$ cat config.mk
export PLATFORM = sky130hd
export DESIGN_NAME = rsf_status_bank
export DESIGN_NICKNAME = d
export VERILOG_FILES = /design/src/verilog/rsf_pkg.sv /design/src/verilog/rsf_status_bank.sv
export SDC_FILE = /design/constraint.sdc
export NUM_CORES = 1
export LEC_CHECK = 0
export BUFFER_PORTS_ARGS = -buffer_cell sky130_fd_sc_hd__buf_2
export CORE_MARGIN = 1
export CORE_UTILIZATION = 60
export CTS_CLUSTER_DIAMETER = 120
export CTS_CLUSTER_SIZE = 8
export DETAILED_ROUTE_END_ITERATION = 7
export PLACE_DENSITY_LB_ADDON = 0.05
export SYNTH_ARGS = -nofsm -noshare
export SYNTH_HDL_FRONTEND = slang
export SYNTH_SLANG_ARGS = --single-unit
$ cat constraint.sdc
create_clock -name core_clk_in -period 11.7 [get_ports core_clk_in]
set_input_delay 0.585 -clock core_clk_in [delete_from_list [all_inputs] [get_ports core_clk_in]]
set_output_delay 0.585 -clock core_clk_in [all_outputs]
set_load 0.01 [all_outputs]
$ cat src/verilog/rsf_pkg.sv
// Constants for the receiver status read-out bank: read addresses,
// lower-byte field positions, rate windows and reference-tick timing.
// Assumes a single 20 MHz core clock and a synchronous reset.
`default_nettype none

package rsf_pkg;

	// ------------------------------------------------------------
	// Read addresses
	// ------------------------------------------------------------
	localparam logic [7:0] ADDR_STREAM_STATUS = 8'hEA;
	localparam logic [7:0] ADDR_PIN_RATE      = 8'hEB;

	// ------------------------------------------------------------
	// Lower byte of the stream status word
	// ------------------------------------------------------------
	localparam int BIT_ERROR  = 0;
	localparam int BIT_INDET  = 1;
	localparam int BIT_FSCHG  = 2;
	localparam int BIT_CSRNW  = 3;
	localparam int BIT_NONPCM = 4;
	localparam int BIT_PCRNW  = 5;
	localparam int BIT_SLIP   = 6;
	localparam int BIT_EMPH   = 7;
	localparam int CHG_W      = 5;

	// Change flag slots: 0 input pin, 1 rate, 2 chan status, 3 burst info, 4 slip
	localparam int CHG_INDET  = 0;
	localparam int CHG_FSCHG  = 1;
	localparam int CHG_CSRNW  = 2;
	localparam int CHG_PCRNW  = 3;
	localparam int CHG_SLIP   = 4;

	// ------------------------------------------------------------
	// Reference tick and rate measurement
	// ------------------------------------------------------------
	localparam int CORE_CLK_KHZ = 20000;
	localparam int REF_CLK_KHZ  = 6144;
	localparam int ACC_W        = 15;
	// Rate numerator in 100 Hz units: rate = RATE_NUM / count
	localparam int RATE_NUM     = 61440;
	localparam int FRM_W        = 13;
	localparam logic [3:0] CODE_OUT_OF_RANGE = 4'h0;
	localparam logic [3:0] CODE_FIRST        = 4'h4;
	localparam int NUM_RATES    = 12;
	// Windows in 100 Hz units, 16 kHz upward
	localparam int WIN_LO [NUM_RATES] = '{154, 212, 231, 308, 424, 462,
		615, 854, 931, 1229, 1707, 1862};
	localparam int WIN_HI [NUM_RATES] = '{166, 229, 249, 333, 458, 499,
		667, 917, 1007, 1335, 1807, 1981};

endpackage

`default_nettype wire

$ cat src/verilog/rsf_status_bank.sv
// Read-only status bank of the audio receiver: stream detection flags,
// general-purpose input levels, coded and raw input sampling rate.
// Assumes demodulator strobes on the core clock; pins are asynchronous.
`default_nettype none

// Overview of operation
// Error and non-PCM bits read the source picked by their own selects, whatever the interrupt pin does.
// Address 0xEA upper byte holds non-PCM, burst, sync, extended sync, then 512/1024/2048/4096 flags.
// The channel-status non-PCM flag reads 0 for PCM and 1 for non-PCM.
// The burst flag reads 1 while both burst sync words are detected.
// The first surround sync flag reads 1 while its sync pattern is detected.
// The extended surround sync flag reads 1 while its sync pattern is detected.
// The 1024 flag reads 1 when the sync interval is 1024 or 2048 frames.
// The 512, 2048 and 4096 flags match their count or its double, 4096 matching only itself.
// Address 0xEB bits 3..0 read the sampled general-purpose pins set as inputs.
// Address 0xEB bits 7..4 read the coded sampling rate, 0 meaning out of range.
// A rate code is given only inside its window, otherwise the out-of-range code.
// Address 0xEB bits 15..8 read the 8-bit rate counter, LSB at bit 8.
// The counter value is 6144 divided by the rate in kHz.
// The counter is stepped by a 6.144 MHz reference tick.
// Counts at rates below 24 kHz saturate and are not valid.
// Change flags in the 0xEA lower byte clear once read.
// The host sets the read address first and then takes the returned 24-bit word one cycle later.
module rsf_status_bank (
	input  wire logic                       core_clk_in,
	input  wire logic                       sys_rst_in,
	input  wire logic [7:0]                 rd_addr_in,
	input  wire logic                       rd_req_in,
	input  wire logic [1:0]                 receive_error_signal_in,
	input  wire logic                       error_source_select_in,
	input  wire logic [1:0]                 audio_indication_in,
	input  wire logic                       audio_flag_source_select_in,
	input  wire logic                       emphasis_in,
	input  wire logic [3:0]                 change_event_in,
	input  wire logic                       chan_status_nonpcm_flag_in,
	input  wire logic                       burst_preamble_flag_in,
	input  wire logic                       surround_sync_flag_in,
	input  wire logic                       extended_surround_sync_flag_in,
	input  wire logic                       frame_start_in,
	input  wire logic                       sync_found_in,
	input  wire logic                       fs_clk_in,
	input  wire logic [3:0]                 gp_pin_in,
	input  wire logic [3:0]                 gp_pin_is_input_in,
	output logic      [23:0]                rd_data_out,
	output logic                            rd_valid_out
);

	// ------------------------------------------------------------
	// State
	// ------------------------------------------------------------
	typedef struct packed {
		logic [3:0]                       gp_s1;
		logic [3:0]                       gp_s2;
		logic                             fs_prev;
		logic [rsf_pkg::ACC_W-1:0]        acc;
		logic                             ref_tick;
		logic [7:0]                       cnt;
		logic                             cnt_sat;
		logic [7:0]                       rate_val;
		logic                             rate_sat;
		logic [3:0]                       rate_code;
		logic [rsf_pkg::FRM_W-1:0]        frm_cnt;
		logic [rsf_pkg::FRM_W-1:0]        interval;
		logic [rsf_pkg::CHG_W-1:0]        chg;
		logic [23:0]                      rd_data;
		logic                             rd_valid;
	} rsf_state_t;

	rsf_state_t s_q;
	rsf_state_t s_d;

	// ------------------------------------------------------------
	// Rate window lookup
	// ------------------------------------------------------------
	function automatic logic [3:0] rsf_rate_code(input logic [7:0] cnt, input logic sat);
		int prod_lo;
		int prod_hi;
		logic [3:0] code;
		code = rsf_pkg::CODE_OUT_OF_RANGE;
		for (int i = 0; i < rsf_pkg::NUM_RATES; i++) begin
			prod_lo = int'(cnt) * rsf_pkg::WIN_LO[i];
			prod_hi = int'(cnt) * rsf_pkg::WIN_HI[i];
			if (!sat && cnt != 8'h00 && prod_lo <= rsf_pkg::RATE_NUM
					&& prod_hi >= rsf_pkg::RATE_NUM) begin
				code = rsf_pkg::CODE_FIRST + 4'(i);
			end
		end
		return code;
	endfunction

	logic [rsf_pkg::ACC_W:0]     acc_sum;
	logic                        fs_edge;
	logic [7:0]                  cnt_step;
	logic                        step_sat;
	logic [rsf_pkg::FRM_W-1:0]   frm_next;
	logic                        err_bit;
	logic                        nonpcm_bit;
	logic                        sync_any;
	logic [3:0]                  int_flags;
	logic [7:0]                  low_byte;
	logic [rsf_pkg::CHG_W-1:0]   chg_ev;
	logic [rsf_pkg::CHG_W-1:0]   chg_clr;

	always_comb begin
		s_d = s_q;
		// Pin synchroniser
		s_d.gp_s1 = gp_pin_in;
		s_d.gp_s2 = s_q.gp_s1;

		// Fractional divider: 6.144 MHz tick from the core clock
		acc_sum = {1'b0, s_q.acc} + (rsf_pkg::ACC_W+1)'(rsf_pkg::REF_CLK_KHZ);
		if (acc_sum >= (rsf_pkg::ACC_W+1)'(rsf_pkg::CORE_CLK_KHZ)) begin
			s_d.acc = rsf_pkg::ACC_W'(acc_sum - (rsf_pkg::ACC_W+1)'(rsf_pkg::CORE_CLK_KHZ));
			s_d.ref_tick = 1'b1;
		end else begin
			s_d.acc = acc_sum[rsf_pkg::ACC_W-1:0];
			s_d.ref_tick = 1'b0;
		end

		// Period count of the input frame clock in reference ticks
		s_d.fs_prev = fs_clk_in;
		fs_edge = fs_clk_in && !s_q.fs_prev;
		step_sat = s_q.cnt_sat || (s_q.ref_tick && s_q.cnt == 8'hFF);
		cnt_step = (s_q.ref_tick && !step_sat) ? s_q.cnt + 8'h01 : s_q.cnt;
		if (fs_edge) begin
			s_d.rate_val = cnt_step;
			s_d.rate_sat = step_sat;
			s_d.rate_code = rsf_rate_code(cnt_step, step_sat);
			s_d.cnt = 8'h00;
			s_d.cnt_sat = 1'b0;
		end else if (step_sat) begin
			s_d.rate_val = 8'hFF;
			s_d.rate_sat = 1'b1;
			s_d.rate_code = rsf_pkg::CODE_OUT_OF_RANGE;
			s_d.cnt = cnt_step;
			s_d.cnt_sat = 1'b1;
		end else begin
			s_d.cnt = cnt_step;
			s_d.cnt_sat = 1'b0;
		end

		// Sync repetition interval in frames
		frm_next = s_q.frm_cnt;
		if (frame_start_in && s_q.frm_cnt != {rsf_pkg::FRM_W{1'b1}}) begin
			frm_next = s_q.frm_cnt + rsf_pkg::FRM_W'(1);
		end
		if (sync_found_in) begin
			s_d.interval = frm_next;
			s_d.frm_cnt = '0;
		end else begin
			s_d.frm_cnt = frm_next;
		end

		// Source selection for error and non-PCM bits
		err_bit = receive_error_signal_in[error_source_select_in];
		nonpcm_bit = audio_indication_in[audio_flag_source_select_in];

		sync_any = surround_sync_flag_in || extended_surround_sync_flag_in;
		int_flags[0] = sync_any && (s_q.interval == 13'h0200
			|| s_q.interval == 13'h0400);
		int_flags[1] = sync_any && (s_q.interval == 13'h0400
			|| s_q.interval == 13'h0800);
		int_flags[2] = sync_any && (s_q.interval == 13'h0800
			|| s_q.interval == 13'h1000);
		int_flags[3] = sync_any && s_q.interval == 13'h1000;

		// Sticky change flags, set wins over clear on read
		chg_ev = '0;
		chg_ev[rsf_pkg::CHG_INDET] = change_event_in[0];
		chg_ev[rsf_pkg::CHG_FSCHG] = s_d.rate_code != s_q.rate_code;
		chg_ev[rsf_pkg::CHG_CSRNW] = change_event_in[1];
		chg_ev[rsf_pkg::CHG_PCRNW] = change_event_in[2];
		chg_ev[rsf_pkg::CHG_SLIP] = change_event_in[3];
		chg_clr = (rd_req_in && rd_addr_in == rsf_pkg::ADDR_STREAM_STATUS)
			? {rsf_pkg::CHG_W{1'b1}} : '0;
		s_d.chg = (s_q.chg & ~chg_clr) | chg_ev;

		low_byte = 8'h00;
		low_byte[rsf_pkg::BIT_ERROR] = err_bit;
		low_byte[rsf_pkg::BIT_INDET] = s_q.chg[rsf_pkg::CHG_INDET];
		low_byte[rsf_pkg::BIT_FSCHG] = s_q.chg[rsf_pkg::CHG_FSCHG];
		low_byte[rsf_pkg::BIT_CSRNW] = s_q.chg[rsf_pkg::CHG_CSRNW];
		low_byte[rsf_pkg::BIT_NONPCM] = nonpcm_bit;
		low_byte[rsf_pkg::BIT_PCRNW] = s_q.chg[rsf_pkg::CHG_PCRNW];
		low_byte[rsf_pkg::BIT_SLIP] = s_q.chg[rsf_pkg::CHG_SLIP];
		low_byte[rsf_pkg::BIT_EMPH] = emphasis_in;

		// Read answer, one cycle after the request
		s_d.rd_valid = rd_req_in;
		if (rd_req_in) begin
			case (rd_addr_in)
				rsf_pkg::ADDR_STREAM_STATUS: begin
					s_d.rd_data = {int_flags, extended_surround_sync_flag_in,
						surround_sync_flag_in, burst_preamble_flag_in,
						chan_status_nonpcm_flag_in, low_byte, 8'h00};
				end
				rsf_pkg::ADDR_PIN_RATE: begin
					s_d.rd_data = {8'h00, s_q.rate_val, s_q.rate_code,
						s_q.gp_s2 & gp_pin_is_input_in};
				end
				default: begin
					s_d.rd_data = 24'h000000;
				end
			endcase
		end
	end

	always_ff @(posedge core_clk_in) begin
		if (sys_rst_in) begin
			s_q <= '0;
		end else begin
			s_q <= s_d;
		end
	end

	assign rd_data_out = s_q.rd_data;
	assign rd_valid_out = s_q.rd_valid;

	// ------------------------------------------------------------
	// Assertions
	// ------------------------------------------------------------
	logic rd_ea;
	logic rd_eb;
	assign rd_ea = rd_req_in && rd_addr_in == rsf_pkg::ADDR_STREAM_STATUS;
	assign rd_eb = rd_req_in && rd_addr_in == rsf_pkg::ADDR_PIN_RATE;

	property p_err_sel;
		@(posedge core_clk_in) disable iff (sys_rst_in)
		rd_ea |=> rd_valid_out && rd_data_out[8] == ($past(error_source_select_in)
			? $past(receive_error_signal_in[1]) : $past(receive_error_signal_in[0]));
	endproperty
	a_err_sel: assert property (p_err_sel) else $error("error bit source wrong");

	property p_upper;
		@(posedge core_clk_in) disable iff (sys_rst_in)
		rd_ea |=> rd_data_out[19:16] == {$past(extended_surround_sync_flag_in),
			$past(surround_sync_flag_in), $past(burst_preamble_flag_in),
			$past(chan_status_nonpcm_flag_in)};
	endproperty
	a_upper: assert property (p_upper) else $error("upper status byte wrong");

	property p_i1024;
		@(posedge core_clk_in) disable iff (sys_rst_in)
		rd_ea && surround_sync_flag_in && s_q.interval == 13'h0800
			|=> rd_data_out[23:20] == 4'h6;
	endproperty
	a_i1024: assert property (p_i1024) else $error("interval flags wrong");

	property p_gp;
		@(posedge core_clk_in) disable iff (sys_rst_in)
		rd_eb |=> rd_data_out[3:0] ==
			($past(gp_pin_in, 3) & $past(gp_pin_is_input_in));
	endproperty
	a_gp: assert property (p_gp) else $error("pin level wrong");

	property p_code48;
		@(posedge core_clk_in) disable iff (sys_rst_in)
		fs_edge && !step_sat && cnt_step == 8'h80 |=> s_q.rate_code == 4'h9;
	endproperty
	a_code48: assert property (p_code48) else $error("rate code wrong");

	property p_raw;
		@(posedge core_clk_in) disable iff (sys_rst_in)
		rd_eb |=> rd_data_out[15:8] == $past(s_q.rate_val)
			&& rd_data_out[7:4] == $past(s_q.rate_code);
	endproperty
	a_raw: assert property (p_raw) else $error("rate counter field wrong");

	property p_tick;
		@(posedge core_clk_in) disable iff (sys_rst_in)
		s_q.ref_tick |=> !s_q.ref_tick;
	endproperty
	a_tick: assert property (p_tick) else $error("reference tick too fast");

	property p_clr;
		@(posedge core_clk_in) disable iff (sys_rst_in)
		rd_ea && change_event_in == 4'h0 && s_d.rate_code == s_q.rate_code
			|=> s_q.chg == '0;
	endproperty
	a_clr: assert property (p_clr) else $error("flags not cleared by read");

	property p_sat;
		@(posedge core_clk_in) disable iff (sys_rst_in)
		s_q.rate_sat |-> s_q.rate_code == rsf_pkg::CODE_OUT_OF_RANGE;
	endproperty
	a_sat: assert property (p_sat) else $error("saturated count coded");

endmodule

`default_nettype wire

==> summary.txt <==
STA
  – Final hold violations: 0
  – Clk_skew: ~6.6 ps
  – Max Fclk: approximately 0.12 GHz
  – Slew headroom: 39.7%
  – Final Slew Violations: 0
  – Tmin final: 8670 ps
  – Setup_tns: 0 ps
  – Final Cycle Share: between 70% and 80%
  – RSZ-0062 raised after global routing: no
  – Setup-failing EPs final: 0
  – Slew @ Worst Pin: ~900 ps
  – Setup ws final: 3030 ps

Die
  – Core area: between 30000 and 40000 um2
  – Row Count: 70
  – DIE HEIGHT: slightly below 200 um
  – Die Span X: ~200 um
  – # IOs: 62
  – Die area: a little under 40000 um2
  – Initial Util: between 60% and 70%

CTS
  – Postcts setup bufs: 0
  – H-tree lvl count: 3
  – CTS Buf Count: 9
  – Worst-Skew Late Latency: 350 ps
  – Clk buf depth: 2
  – Clock tree sinks: 97
  – Hold_buf cts: 0
  – Resized Gates After CTS: 0
  – Clock Pin Slew Worst Setup and Hold Paths: 80 ps
  – CTS tree: done
  – Root buffer cell: clkbuf_16

Drt
  – Initial drt markers: approximately 1.5k
  – DR pass1 iterations: 5
  – DRC: 0
  – Routed WL per cell: 22.7 um
  – Final wirelength: ~71000 um
  – Vias per inst: approximately 6.3
  – Via count: about 20k
  – Post-route ant nets: 0

Setup path
  – Top cell by count, worst path: inv_1
  – Slowest CP cell: ha_1
  – Critical path fanouts, max: 10
  – CP peak stage delay: about 800 ps
  – CP bufs+invs: 4
  – Crit Path Category: reg -> reg
  – Critical Path Sink Type: flip-flop
  – CP Launch Type: flip-flop
  – CP required: 11930 ps
  – Top Family by Delay on Critical Path: adder cells
  – Critical Path AT: about 8900 ps

Yosys
  – Syn Area/Cell: between 8 and 9 um2
  – Yosys warns: 0
  – Register area share after synthesis: ~8.5%
  – Mapped Area: about 23000 um2
  – Ys flop type: dfxtp_1
  – Cells after synthesis: about 2.6k
  – Post-synth ARST share: 0%
  – Register bit total from synthesis: 97
  – Cell variety after synth: 98
  – EDFF count, synth: 0
  – Post-Syn Nets: about 3.3k

Global routing
  – Vias in the first global route: around 19k
  – Total track usage: 37.5%
  – Initial antenna violation count: 1
  – Grt ovf: 0
  – Global routing's busiest layer: met2
  – Largest net degree at the start of global routing: 75
  – Met1 usage: approximately 50%
  – M2 GR Usage: ~59%
  – Global-route wire length before repair: around 110000 um
  – Met3 usage: under 10%

Layout
  – Share of cells above drive strength 1: ~6%
  – Area Growth Syn to Fin: 4.60%
  – Design Area, Final: 23800 um2
  – Nets@finish: ~3.4k

Power
  – Net Sw Power: 547 uW
  – VDD IR max: about 0.068 mV
  – Clock share of power: a little under a quarter
  – Leakage power: about 0.013 uW
  – Sw Ratio: between 40% and 50%
  – Sequential Power Share: around 29%
  – P per Cell Area: between 50 and 60 nW/um2
  – Cell-internal power: roughly 730 uW
  – Comb pwr share: between 40% and 50%

Min path
  – HP Class: reg -> reg

Place
  – Port-buffer cells: slightly above 60
  – Hpwl dp: roughly 60000 um
  – Placed cell area: roughly 23000 um2
  – GPL Wtd Cong: roughly 1.0
  – Dpl ws: around 3200 ps

Job
  – Max_cap viols: 0

Run status
  – Status: finished, final reports clean
through the flow:
step	cells	hold WS [ps]	total power (uW)	util [%]
2_1_floorplan	2617	414	779	-
3_3_place_gp	3129	420	958	63.5
3_5_place_dp	3129	427	973	63.5
4_1_cts	3145	445	1270	64.3
5_1_grt	3145	457	1360	64.3
6_report	3146	444	1280	64.3
flip-flops by register name, summed over array words and instances (netlist names):
| name | flops |
|---|---|
| rd_valid_out | 1 |
| rd_data_out | 24 |
| s_q | 63 |
| low_byte | 5 |
| s_d | 4 |
logic make-up (layout without fill, tap and decap cells):
| logic type | Yosys count | count (layout) | synth area share [%] |
|---|---|---|---|
| XOR/XNOR | 130 | 130 | 5.12 |
| AND/OR/NAND/NOR | 595 | 595 | 13.3 |
| other | 0 | 1 | 0 |
| flip-flops | 97 | 97 | 8.54 |
| multiplexers | 18 | 18 | 0.864 |
| AO/OA/AOI/OAI | 590 | 590 | 17.8 |
| buffers and inverters | 498 | 522 | 8.76 |
| adder cells (fa/ha/maj) | 689 | 689 | 45.6 |
cell type report:
class                           count  area (um2)
Multi-Input combinational cell   2022       18800
Fill cell                        3255       13200
Sequential cell                    97        1940
Inverter                          420        1580
Tap cell                          504         631
Timing Repair Buffer               86         493
Clock buffer                        9         225
Clock inverter                      7        81.3
Antenna cell                        1        2.50
layout by cell type (no fill, tap or decap), types with 13 or more instances in the layout:
| cell | n |
|---|---|
| inv_1 | 419 |
| o21ai_1 | 13 |
| o21a_1 | 27 |
| and3_1 | 13 |
| nor3_1 | 47 |
| a31oi_1 | 22 |
| or2_2 | 14 |
| nor2b_1 | 27 |
| nor4_1 | 16 |
| o21ai_0 | 84 |
| nand4_1 | 21 |
| a21oi_1 | 144 |
| a211o_1 | 13 |
| buf_2 | 61 |
| o211ai_1 | 26 |
| o22ai_1 | 14 |
| xnor2_1 | 69 |
| a22oi_1 | 19 |
| nand3_1 | 42 |
| or3_1 | 14 |
| buf_4 | 25 |
| a21o_1 | 39 |
| o31ai_1 | 13 |
| nor2_1 | 177 |
| nand2b_1 | 19 |
| fa_1 | 233 |
| a211oi_1 | 59 |
| dfxtp_1 | 97 |
| and2_1 | 14 |
| nand2_1 | 124 |
| xor2_1 | 56 |
| ha_1 | 456 |
synth_stat cells (all sizes together), types with 18 or more instances:
library cell | n | area (um2)
dfxtp | 97 | 1940
nor4 | 18 | 125
a31oi | 23 | 159
a211oi | 62 | 480
fa | 233 | 4660
nor2 | 177 | 664
a21o | 40 | 302
a22oi | 19 | 143
xor2 | 58 | 527
inv | 420 | 1580
nor2b | 27 | 169
o21a | 27 | 203
a21oi | 146 | 738
ha | 456 | 5710
clkbuf | 39 | 146
nand4 | 21 | 131
nor3 | 49 | 255
buf | 39 | 268
nand3 | 42 | 210
o21ai | 98 | 490
nand2b | 20 | 128
nand2 | 124 | 465
xnor2 | 72 | 638
o211ai | 26 | 195
path summary, 6_finish.rpt:
kind	to	start	slack, ps	cells past startpoint
worst max-delay path	low_byte[2]	s_q[74]	3030	26
worst min-delay path	s_q[97]	s_d[97]	440	1
worst max register to register	low_byte[2]	s_q[74]	3030	26
worst min register to register	s_q[97]	s_d[97]	440	1
layer usage:
metal	share of wire (%)	routed length (um)
met5	0	0
met3	9.1	6500
met4	5.8	4140
met2	44	31300
met1	41	29400
power by group through the flow:
stage,Sequential [uW],Clock [uW],Combinational (uW)
after floorplan,369,0,410
after global placement,372,0,586
after detailed placement,373,0,600
after CTS,366,300,604
after global routing,369,314,674
final,366,293,617
worst reg2reg max path, cell delays in order, from the launching register on:
cell and delay, ps:
dfxtp_1 430, and4_4 290, and2_1 170, a211o_1 170, inv_1 60, and2_1 180, xnor2_2 690, inv_1 160
ha_1 810, inv_1 300, fa_1 580, inv_1 90, fa_1 560, fa_1 440, ha_1 340, a211oi_1 320
nand2_1 110, o31ai_2 430, nor2_1 100, a211o_1 320, nor4_2 630, o32ai_2 260, and3b_1 280, o31ai_2 80
and2_1 200, o21a_1 170, o41a_1 410
(Power assumes the default switching activity.)
